<file path="src/pwr_mgr_params.svh">
// Purpose: Offsets, field positions, reset values and timing counts
// Assumes: 32-bit AHB-Lite register words at byte offsets
// Notes:   Definitions only
`ifndef PWR_MGR_PARAMS_SVH
`define PWR_MGR_PARAMS_SVH

`define CLK_PERIOD_NS       25
`define USBREG_SETTLE_NS    1000
`define USBREG_SETTLE_CYC   (`USBREG_SETTLE_NS / `CLK_PERIOD_NS)

`define OFS_TASK_FIXLAT     12'h078
`define OFS_TASK_ECONOMY    12'h07c
`define OFS_EV_VBUS_DET     12'h11c
`define OFS_EV_VBUS_REM     12'h120
`define OFS_EV_USB_RDY      12'h124
`define OFS_RESET_CAUSE     12'h400
`define OFS_USB_STATUS      12'h438
`define OFS_DEEP_OFF        12'h500
`define OFS_MODE_STATUS     12'h600
`define OFS_USB_ENABLE      12'h604
`define OFS_PIN_SEL0        12'h608
`define OFS_PIN_SEL1        12'h60c
`define OFS_RAM_BASE        12'h900
`define RAM_STRIDE_SHIFT    4

`define CAUSE_PIN           0
`define CAUSE_WDOG          1
`define CAUSE_SOFT          2
`define CAUSE_LOCKUP        3
`define CAUSE_GPIO          16
`define CAUSE_COMP          17
`define CAUSE_DEBUG         18
`define CAUSE_FIELD         19
`define CAUSE_VBUS          20

`define RAM_PWR_RESET       2'h1
`define PIN_SEL_RESET       32'hffff_ffff
`define PIN_SEL_CONNECT_BIT 31

`endif

</file>
<file path="src/pwr_mgr_pkg.sv">
// Purpose: Types for the power mode and reset manager
// Assumes: Constants live in pwr_mgr_params.svh
// Notes:   Reset target vector is carried as one packed struct
package pwr_mgr_pkg;

  typedef enum logic [1:0] {
    ST_ON      = 2'b00,
    ST_OFF     = 2'b01,
    ST_EMU_OFF = 2'b11
  } pwr_state_t;

  typedef struct packed {
    logic cpu;
    logic periph;
    logic gpio;
    logic debug;
    logic swd_port;
    logic ram;
    logic wdog;
    logic retained;
    logic cause;
  } rst_targets_t;

  typedef struct packed {
    logic gpio_wake;
    logic comp_wake;
    logic field_wake;
  } wake_sigs_t;

endpackage

</file>
<file path="src/power_mode_reset_manager.sv">
// Purpose: Power states, sub-modes, RAM section control, reset routing
// Assumes: Supervisor, watchdog and pin levels arrive synchronous to CLK
// Notes:   Registers behind an AHB-Lite slave with zero wait states
//
// Summary of operation
// Events on bus supply rise and fall
// Bus supply wakes deep-off, flags cause
// Regulator on, ready after settle time
// Deep-off write powers core down, stops tasks
// Wake on gpio, comparator, field, vbus, reset
// Every deep-off wakeup is a system reset
// Software drains memory transfers before deep-off
// Debug mode only emulates deep-off
// Power-on gives on state, low-power sub-mode
// Fixed-latency task selects fixed-latency sub-mode
// Economy task selects low-power sub-mode
// Deep-off: RAM inaccessible, held if hold on
// On state: power field gives access, retention
// RAM power registers survive deep-off
// Power-on holds reset until supply ready
// Reset pin gives pin reset via selects
// Core request or debug port soft reset
// Brownout places system in reset
// Lockup, soft, wakeup reset their targets
// Watchdog, pin, brownout, power-on targets
// RAM contents never cleared by reset
// Watchdog timeout gives watchdog reset
// Cause flags accumulate, cleared by writing one
`timescale 1ns/1ps
`include "pwr_mgr_params.svh"

module power_mode_reset_manager
  import pwr_mgr_pkg::*;
#(
  parameter int RAM_SECTIONS = 9,
  parameter int SETTLE_CYC   = `USBREG_SETTLE_CYC
) (
  input  wire logic                    CLK,
  input  wire logic                    RESET,
  input  wire logic                    HSEL,
  input  wire logic [31:0]             HADDR,
  input  wire logic [1:0]              HTRANS,
  input  wire logic                    HWRITE,
  input  wire logic [2:0]              HSIZE,
  input  wire logic [31:0]             HWDATA,
  input  wire logic                    HREADY,
  output logic      [31:0]             HRDATA,
  output logic                         HREADYOUT,
  output logic                         HRESP,
  input  wire logic                    VBUS_VALID,
  input  wire logic                    SUPPLY_OK,
  input  wire logic                    REGS_STARTED,
  input  wire logic                    BROWNOUT,
  input  wire logic                    RESET_PIN_N,
  input  wire logic                    CORE_RESET_REQ,
  input  wire logic                    DEBUG_PORT_RESET,
  input  wire logic                    CORE_LOCKUP,
  input  wire logic                    WATCHDOG_TIMEOUT,
  input  wire logic                    DEBUG_MODE,
  input  wire wake_sigs_t              WAKE,
  output rst_targets_t                 RST_OUT,
  output logic                         CORE_POWER_ON,
  output logic                         TASK_ABORT,
  output logic                         FIXED_LATENCY,
  output logic                         USB_REG_ON,
  output logic                         VBUS_DETECTED_EVENT,
  output logic                         VBUS_REMOVED_EVENT,
  output logic                         USB_SUPPLY_READY_EVENT,
  output logic      [RAM_SECTIONS-1:0] RAM_ACCESS,
  output logic      [RAM_SECTIONS-1:0] RAM_RETAIN
);

  // Elaboration checks: the section index is four bits, the settle counter sixteen
  if (RAM_SECTIONS < 1 || RAM_SECTIONS > 16) begin : g_bad_sections
    $error("RAM_SECTIONS out of range");
  end
  if (SETTLE_CYC < 1 || SETTLE_CYC > 65535) begin : g_bad_settle
    $error("SETTLE_CYC out of range");
  end

  // Bus address phase capture; single-cycle data phase, always OKAY
  logic        wr_pend_q;
  logic [11:0] addr_q;
  wire         acc     = HSEL && HREADY && HTRANS[1];
  wire         wr      = wr_pend_q;
  // Reads decode the live address so data stands through the data phase
  wire  [11:0] rd_addr = HADDR[11:0];
  wire         rd_ram  = (rd_addr[11:8] == `OFS_RAM_BASE >> 8) && (rd_addr[3:0] == 4'h0);
  wire  [3:0]  rd_idx  = rd_addr[7:4];
  wire         is_ram  = (addr_q[11:8] == `OFS_RAM_BASE >> 8) && (addr_q[3:0] == 4'h0);
  wire  [3:0]  ram_idx = addr_q[7:4];
  wire         w_fix   = wr && addr_q == `OFS_TASK_FIXLAT && HWDATA[0];
  wire         w_eco   = wr && addr_q == `OFS_TASK_ECONOMY && HWDATA[0];
  wire         w_off   = wr && addr_q == `OFS_DEEP_OFF && HWDATA[0];
  wire         w_cause = wr && addr_q == `OFS_RESET_CAUSE;

  // Reset sources, decoded from level inputs
  pwr_state_t  state_q;
  logic        vbus_q, usb_en_q, rdy_q, pin_hold_q;
  logic [31:0] pin_sel0_q, pin_sel1_q, cause_q;
  logic [15:0] settle_q;
  logic [1:0]  ram_pwr_q [RAM_SECTIONS];
  wire  pin_en   = !pin_sel0_q[`PIN_SEL_CONNECT_BIT] && !pin_sel1_q[`PIN_SEL_CONNECT_BIT];
  wire  por      = !SUPPLY_OK || !REGS_STARTED;
  wire  bor      = BROWNOUT;
  wire  pin_rst  = pin_en && !RESET_PIN_N;
  wire  soft_rst = CORE_RESET_REQ || DEBUG_PORT_RESET;
  wire  lock_rst = CORE_LOCKUP && !DEBUG_MODE && state_q == ST_ON;
  wire  wdog_rst = WATCHDOG_TIMEOUT && state_q == ST_ON;
  wire  in_off   = state_q != ST_ON;
  wire  vbus_rise = VBUS_VALID && !vbus_q;
  wire  any_wake = in_off && (WAKE.gpio_wake || WAKE.comp_wake ||
                              WAKE.field_wake || vbus_rise);
  wire  hard     = por || bor;
  wire  full     = pin_rst || wdog_rst;

  // Target vector per source; RAM target never clears contents
  rst_targets_t tgt_d;
  assign tgt_d.cpu      = hard || full || soft_rst || lock_rst || any_wake;
  assign tgt_d.periph   = tgt_d.cpu;
  assign tgt_d.gpio     = hard || full || soft_rst || lock_rst;
  assign tgt_d.debug    = hard || full || (any_wake && !DEBUG_MODE);
  assign tgt_d.swd_port = hard;
  assign tgt_d.ram      = hard || full || any_wake;
  assign tgt_d.wdog     = hard || full || any_wake;
  assign tgt_d.retained = hard || full;
  assign tgt_d.cause    = hard;

  // Cause flags set by source, cleared by write-one; set wins
  logic [31:0] cause_set;
  always_comb begin
    cause_set = 32'h0;
    cause_set[`CAUSE_PIN]    = pin_rst;
    cause_set[`CAUSE_WDOG]   = wdog_rst;
    cause_set[`CAUSE_SOFT]   = soft_rst;
    cause_set[`CAUSE_LOCKUP] = lock_rst;
    cause_set[`CAUSE_GPIO]   = in_off && WAKE.gpio_wake;
    cause_set[`CAUSE_COMP]   = in_off && WAKE.comp_wake;
    cause_set[`CAUSE_DEBUG]  = in_off && DEBUG_MODE && any_wake;
    cause_set[`CAUSE_FIELD]  = in_off && WAKE.field_wake;
    cause_set[`CAUSE_VBUS]   = in_off && vbus_rise;
  end
  wire [31:0] cause_clr = w_cause ? HWDATA : 32'h0;
  wire [31:0] cause_d   = hard ? 32'h0 : (cause_q & ~cause_clr) | cause_set;

  // Power state: any reset from deep-off lands in on state
  pwr_state_t state_d;
  always_comb begin
    state_d = state_q;
    unique case (state_q)
      ST_ON:      if (w_off) begin
        state_d = DEBUG_MODE ? ST_EMU_OFF : ST_OFF;
      end
      ST_OFF, ST_EMU_OFF: if (tgt_d.cpu) begin
        state_d = ST_ON;
      end
      default:    state_d = ST_ON;
    endcase
    if (hard) state_d = ST_ON;
  end

  // Sub-mode: economy on every on-state entry
  wire entering_on = tgt_d.cpu;
  wire fix_d = entering_on ? 1'b0 : w_fix ? 1'b1 : w_eco ? 1'b0 : FIXED_LATENCY;

  // USB regulator sequencing
  wire reg_on = usb_en_q && VBUS_VALID && !in_off;
  wire settled = settle_q == SETTLE_CYC[15:0];

  always_ff @(posedge CLK) begin
    if (RESET) begin
      wr_pend_q <= 1'b0;
      addr_q    <= 12'h0;
    end else begin
      wr_pend_q <= acc && HWRITE;
      addr_q    <= HADDR[11:0];
    end
  end

  // Core state registers
  always_ff @(posedge CLK) begin
    if (RESET) begin
      state_q <= ST_ON;
      cause_q <= 32'h0;
      FIXED_LATENCY <= 1'b0;
      vbus_q  <= 1'b0;
      usb_en_q <= 1'b0;
    end else begin
      state_q <= state_d;
      cause_q <= cause_d;
      FIXED_LATENCY <= fix_d;
      vbus_q  <= VBUS_VALID;
      if (tgt_d.periph) usb_en_q <= 1'b0;
      else if (wr && addr_q == `OFS_USB_ENABLE) usb_en_q <= HWDATA[0];
    end
  end

  // Regulator settle counter and events
  always_ff @(posedge CLK) begin
    if (RESET) begin
      settle_q <= 16'h0;
      rdy_q    <= 1'b0;
      USB_REG_ON <= 1'b0;
      VBUS_DETECTED_EVENT <= 1'b0;
      VBUS_REMOVED_EVENT  <= 1'b0;
      USB_SUPPLY_READY_EVENT <= 1'b0;
    end else begin
      USB_REG_ON <= reg_on;
      settle_q <= !reg_on ? 16'h0 : settled ? settle_q : settle_q + 16'h1;
      rdy_q    <= reg_on && settled;
      VBUS_DETECTED_EVENT <= vbus_rise;
      VBUS_REMOVED_EVENT  <= !VBUS_VALID && vbus_q;
      USB_SUPPLY_READY_EVENT <= reg_on && settled && !rdy_q;
    end
  end

  // Pin selects: cleared only by brownout and power-on, so a pin reset keeps its pin
  always_ff @(posedge CLK) begin
    if (RESET) begin
      pin_sel0_q <= `PIN_SEL_RESET;
      pin_sel1_q <= `PIN_SEL_RESET;
    end else if (hard) begin
      pin_sel0_q <= `PIN_SEL_RESET;
      pin_sel1_q <= `PIN_SEL_RESET;
    end else if (wr && addr_q == `OFS_PIN_SEL0) begin
      pin_sel0_q <= HWDATA;
    end else if (wr && addr_q == `OFS_PIN_SEL1) begin
      pin_sel1_q <= HWDATA;
    end
  end

  // Per-section RAM power: bit0 power, bit1 hold; access and retention
  genvar g;
  generate
    for (g = 0; g < RAM_SECTIONS; g++) begin : g_ram
      wire sel = wr && is_ram && ram_idx == 4'(g);
      always_ff @(posedge CLK) begin
        if (RESET || tgt_d.retained) ram_pwr_q[g] <= `RAM_PWR_RESET;
        else if (sel) ram_pwr_q[g] <= HWDATA[1:0];
      end
      always_ff @(posedge CLK) begin
        if (RESET) begin
          RAM_ACCESS[g] <= 1'b0;
          RAM_RETAIN[g] <= 1'b0;
        end else begin
          RAM_ACCESS[g] <= state_d == ST_ON && ram_pwr_q[g][0];
          RAM_RETAIN[g] <= (state_d == ST_ON && ram_pwr_q[g][0]) || ram_pwr_q[g][1];
        end
      end
    end
  endgenerate

  // Read mux on the address phase; shows register state as of that edge
  logic [31:0] rd_d;
  always_comb begin
    rd_d = 32'h0;
    unique case (rd_addr)
      `OFS_RESET_CAUSE: rd_d = cause_q;
      `OFS_USB_STATUS:  rd_d = {30'h0, rdy_q, VBUS_VALID};
      `OFS_MODE_STATUS: rd_d = {29'h0, FIXED_LATENCY, state_q};
      `OFS_USB_ENABLE:  rd_d = {31'h0, usb_en_q};
      `OFS_PIN_SEL0:    rd_d = pin_sel0_q;
      `OFS_PIN_SEL1:    rd_d = pin_sel1_q;
      default: if (rd_ram && rd_idx < RAM_SECTIONS) rd_d = {30'h0, ram_pwr_q[rd_idx]};
    endcase
  end

  // Outputs; off state holds core unpowered, deep-off write pulses task abort one cycle
  always_ff @(posedge CLK) begin
    if (RESET) begin
      HRDATA     <= 32'h0;
      HREADYOUT  <= 1'b1;
      HRESP      <= 1'b0;
      RST_OUT    <= '1;
      CORE_POWER_ON <= 1'b1;
      TASK_ABORT <= 1'b0;
    end else begin
      HRDATA     <= (acc && !HWRITE) ? rd_d : 32'h0;
      HREADYOUT  <= 1'b1;
      HRESP      <= 1'b0;
      RST_OUT    <= tgt_d;
      CORE_POWER_ON <= state_d != ST_OFF;
      TASK_ABORT <= w_off;
    end
  end
endmodule // power_mode_reset_manager

</file>
<file path="config.mk">
export PLATFORM = sky130hd
export DESIGN_NAME = power_mode_reset_manager
export DESIGN_NICKNAME = d
export VERILOG_FILES = /design/src/pwr_mgr_pkg.sv /design/src/power_mode_reset_manager.sv
export VERILOG_INCLUDE_DIRS = /design/src /design/src/src
export SDC_FILE = /design/constraint.sdc
export NUM_CORES = 1
export LEC_CHECK = 0
export BUFFER_PORTS_ARGS = -buffer_cell sky130_fd_sc_hd__buf_2
export CORE_MARGIN = 3
export CORE_UTILIZATION = 55
export CTS_BUF_LIST = sky130_fd_sc_hd__clkbuf_16
export CTS_CLUSTER_DIAMETER = 200
export DETAILED_ROUTE_END_ITERATION = 10
export GPL_ROUTABILITY_DRIVEN = 0
export PLACE_DENSITY = 0.89
export SYNTH_ARGS = -nofsm -noshare
export SYNTH_HDL_FRONTEND = slang
export SYNTH_SLANG_ARGS = --single-unit
</file>
<file path="constraint.sdc">
create_clock -name CLK -period 2.35 [get_ports CLK]
set_input_delay 0.1175 -clock CLK [delete_from_list [all_inputs] [get_ports CLK]]
set_output_delay 0.1175 -clock CLK [all_outputs]
set_load 0.02 [all_outputs]
</file>
# After elaboration in Yosys (flattened, before gate mapping)
# Memories as Yosys holds them, arrays and structs flattened.
# Cells that the tools add are included.
# op_classes
add_sub_neg,1
order_cmp,1
n_eq_ne,27
mux,48
bitwise_logic,15
n_reduce_logical,102
# op_table
operator,count
$pmux W32 S6,1
$eq A12 B11 Y1 const B,11
$logic_and A1 B1 Y1,55
$and A32 B32 Y32,1
$mux W32,1
$not A32 Y32,1
$or A32 B21 Y32,1
$mux W1,31
$mux W2,14
$eq A12 B7 Y1 const B,2
$logic_or A1 B1 Y1,23
$add A16 B1 Y16 const B,1
$eq A16 B6 Y1 const B,1
$eq A4 B3 Y1 const B,4
$eq A4 B4 Y1 const B,3
$logic_not A4 Y1,3
$logic_not A1 Y1,11
$reduce_or A2 Y1,5
$or A1 B1 Y1,9
$eq A4 B2 Y1 const B,2
$eq A4 B1 Y1 const B,1
$logic_not A2 Y1,2
$lt A4 B4 Y1 const B,1
$pmux W2 S2,1
other kinds (6),9
# totals
reg_bits,193
mem_bits_rw,18
in_bits,87
out_inout_bits,68
elab_cells,237
memories,1
# mem_list
memory,depth,word_bits,read_ports,rd_ports_with_merged_regs,wr,line_no,text
ram_pwr_q,9,2,10,0,9,power_mode_reset_manager.sv:102,logic [1:0] ram_pwr_q [RAM_SECTIONS];

# Longest topological paths before layout
# depth
word_depth,14
mapped_depth,8
mapped_depth_nobuf,7

# Least setup slack after synthesis
# Ideal clock, no wire load.
# synth_timing
path_type,register -> register
startpoint,register addr_q[5]
endpoint,memory ram_pwr_q[8][0] (data pin)
setup_time_ns,0.265
arrival_ns,1.752
t_required_ns,2.085
path_slack_ns,0.333
stages_incl_launch_ff,5
n_path_buf,1
period_less_slack_ns,2.017
path_cell_list,dfxtp_1 -> clkbuf_1 -> or2_2 -> or4b_2 -> or3_1
# synth_lines
element,line_no,text
"start, declared",power_mode_reset_manager.sv:83,logic [11:0] addr_q;
"start signal, assigned",power_mode_reset_manager.sv:176,addr_q <= HADDR[11:0];
"end, declared",power_mode_reset_manager.sv:102,

# Final worst setup path
# layout_timing
startpoint,input HADDR[6]
endpoint,register HRDATA[6]
# layout_via
elab_chain_len,2
elab_cells_between_ends,7
cone_classes,6 x eq/ne; 1 x mux
# layout_lines
element,line_no,text
"start, declared",power_mode_reset_manager.sv:41,"input wire logic [31:0] HADDR,"
$eq A12 B11 Y1,power_mode_reset_manager.sv:257,unique case (rd_addr)
$pmux W32 S6 (*),power_mode_reset_manager.sv:257,
"end signal, assigned",power_mode_reset_manager.sv:278,HRDATA <= (acc && !HWRITE) ? rd_d : 32'h0;
"end, declared",power_mode_reset_manager.sv:47,"output logic [31:0] HRDATA,"
# Mark *: on every way between the ends. The rest lies on a longest branch, timed or not.
# A chain may end at the register's enable or synchronous reset.

==> metrics.md <==
| Metric | Value |
|---|---|
| Outcome | finished, final reports clean |
| Fin area | 9980 sq um |
| Part of the power in registers | 0.503 |
| Antenna diodes | 0 |
| Compound-gate portion of the synthesized area | 0.110 |
| Required @ worst endpoint | 2.77 ns |
| Die X | 126 um |
| Endpoints failing setup | 0 |
| Worst path slowest cell | or4b_4 |
| Post-DR vias/cell | 5.90 |
| Internal cell power | 5.76 mW |
| Switching power | 1.55 mW |
| Yosys top cell area share | 0.487 |
| Average wire per standard cell | 17.3 um |
| Grt ovf | 0 |
| Power per cell area | 733 nW/um^2 |
| Crit. End Element | flip-flop |
| Hold Vio Cnt, Final | 0 |
| Synth area leader | dfxtp_1 |
| CTS max path bufs | 3 |
| Slew margin rel. | 0.424 |
| Post-Synth Adder-Cell Area | 0.00316 |
| CTS tree | done |
| Nets | 1116 |
| Worst path bufs/invs | 3 |
| Hold Path Class | in2reg |
| Layout area overhead | 25.8% |
| Seq/Total Area, Yosys | 0.556 |
| Pre-CTS WS | 0.236 ns |
| Setup Skew | 0.00688 ns |
| Clk pwr share | 0.451 |
| Worst-margin pin slew | 0.864 ns |
| Synth Area in XOR/XNOR | 0.0133 |
| Crit path launch type | input pin |
| Initial DRC count | 1201 |
| Peak VDD IR | 588 uV |
| Post-Syn Instances | roughly 860 |
| First-pass GRT wire length | ~34000 um |
| Ys flop type | dfxtp_1 |
| Number of port buffers | 128 |
| DRC | 0 |
| Clk sinks | 211 |
| Clk_lat worst skew | 0.49 ns |
| Syn_area_per_cell | 9.20 sq um |
| Core box area | 14000 sq um |
| Initial antenna violation count | 0 |
| Largest net degree at the start of global routing | 88 |
| Vias post-DR | 7205 |
| Fin Hold WS | 0.0361 ns |
| CTS buffer count | 21 |
| FP Rows | 43 |
| Mapped Area | 7930 sq um |
| Aggregate global-route resource usage | 0.260 |
| Simple-Gate Fraction of Synth Area | 0.249 |
| Fin. max-slew vios | 0 |
| Fmax | between 400 and 500 MHz |
| Most common library cells after synthesis | dfxtp_1 (193), nand2_1 (161), nor2_1 (90) |
| Switching share of power | 0.212 |
| DRT antenna net count | 0 |
| Drt first pass iters | 10 |
| Combinational family with the most area after synthesis | simple AND/OR/NAND/NOR gates |
| MaxCap Viol Count | 0 |
| Tcrit/Tclk final | 0.917 |
| EDFF count, synth | 18 |
| #FFs+latches synth | around 210 |
| Initial core utilization | 0.567 |
| P_leak | 4.18 nW |
| Share of total power in combinational logic | 0.046 |
| Setup bufs post-CTS | 0 |
| Synth warn | 0 |
| I/O pin count | roughly 160 |
| Fin Setup TNS | 0 ns |
| Ys async rst share | 0 |
| H-tree depth | 1 |
| Dominant cells by area after synthesis | dfxtp_1 (49%), nand2_1 (7.6%), edfxtp_1 (6.8%) |
| Slack of the critical path | 0.195 ns |
| Clock transition at the registers of the reported paths | 0.06 ns |
| Final min period | 2.15 ns |
| Count of cell types in the netlist | 54 |
| Share of layout cells above drive strength 1 | 0.195 |
| Most frequent cell after synthesis | dfxtp_1 |
| Unrepaired setup endpoints after global routing | false |
| Multiplexer share of the synthesized area | 0.0230 |
| CP arrival | 2.57 ns |
| CP Class | in2reg |
| CP max FO | 26 |
| Crit-path max cell delay | 0.62 ns |
| Post-Syn Nets | 951 |
| Die Y-Extent | 126 um |
| Routed WL | 21200 um |
| DP HPWL | 13100 um |
| Worst path top cell family by delay | simple AND/OR/NAND/NOR gates |
| Area after DPL | between 8000 and 9000 sq um |
| Cells along the critical path | dlygate4sd3_1 -> buf_2 -> or4b_4 -> nor4_4 -> and3_1 -> buf_12 -> a222oi_1 -> nor2_1 |
| Die ar. | 15900 sq um |
| Root Buffer | clkbuf_16 |
| Vias in the first global route | 7018 |
## placed cells by master, fill, tap and decap left out, types with 19 or more instances in the layout
cell	count
clkbuf_16	21
a21oi_1	39
inv_1	21
nor2b_1	19
o21ai_0	22
nand2_1	161
nand3_1	67
dlygate4sd3_1	53
dfxtp_1	193
a222oi_1	30
buf_2	128
nor2_1	89
## sequential cells by signal, indices dropped and copies added, names as in the netlist, 2 cells and up
name	count
pin_sel0_q	32
ram_pwr_q	18
RST_OUT	6
RAM_RETAIN	9
state_q	2
RAM_ACCESS	9
cause_q	32
HRDATA	32
settle_q	16
addr_q	12
pin_sel1_q	32
## per-layer routing
metal / wire length [um] / part of all wire / track usage
met1: 8140 / 0.38 / 0.333
met2: 10200 / 0.48 / 0.439
met3: 2050 / 0.097 / 0.0483
met5: 0 / 0 / 0
met4: 748 / 0.035 / 0.0946
## cell families after synthesis
family,after synthesis
AO/OA/AOI/OAI,125
XOR/XNOR,12
adder cells (fa/ha/maj),2
buffers and inverters,81
flip-flops,211
multiplexers,13
other,2
AND/OR/NAND/NOR,416
## power by group through the flow
stage               clock, mW  sequential (mW)  combinational (mW)
floorplan                   0             3.77               0.113
finish                   3.29             3.68               0.337
CTS                      3.32             3.68               0.330
global placement            0             3.76               0.255
detailed placement          0             3.76               0.259
global route             3.47             3.68               0.361
## worst paths after layout
path                          start                             to  slack, ns  depth (start not counted)
max                        HADDR[6]           HRDATA[6]$_SDFF_PP0_       0.20                          8
min                        HADDR[7]           addr_q[7]$_SDFF_PP0_       0.04                          2
max reg2reg           wr$_SDFF_PP0_  ram_pwr_q[5][0]$_SDFFCE_PN1P_       0.24                          6
min reg2reg  cause_q[12]$_SDFF_PP0_         cause_q[12]$_SDFF_PP0_       0.43                          2
## per-stage QoR
| stage | instances | utilization | power [mW] |
|---|---|---|---|
| finish | 1221 | 0.713 | 7.31 |
| global route | 1221 | 0.713 | 7.51 |
| CTS | 1221 | 0.713 | 7.32 |
| detailed placement | 1131 | 0.627 | 4.02 |
| global placement | 1131 | 0.627 | 4.01 |
| floorplan | 862 | - | 3.89 |
## what timing repair did
action,in CTS,in global routing
hold buffers,53,0
hold endpoints to repair,109,0
resized for setup,0,1
setup endpoints to repair,0,3
## final cells by class
cell class | instances | area, sq um
Sequential cell | 211 | 4400
Tap cell | 180 | 225
Clock buffer | 21 | 526
Fill cell | 951 | 4010
Timing Repair Buffer | 203 | 1390
Inverter | 20 | 75.1
Clock inverter | 16 | 144
Multi-Input combinational cell | 570 | 3220
(Power assumes the default switching activity.)
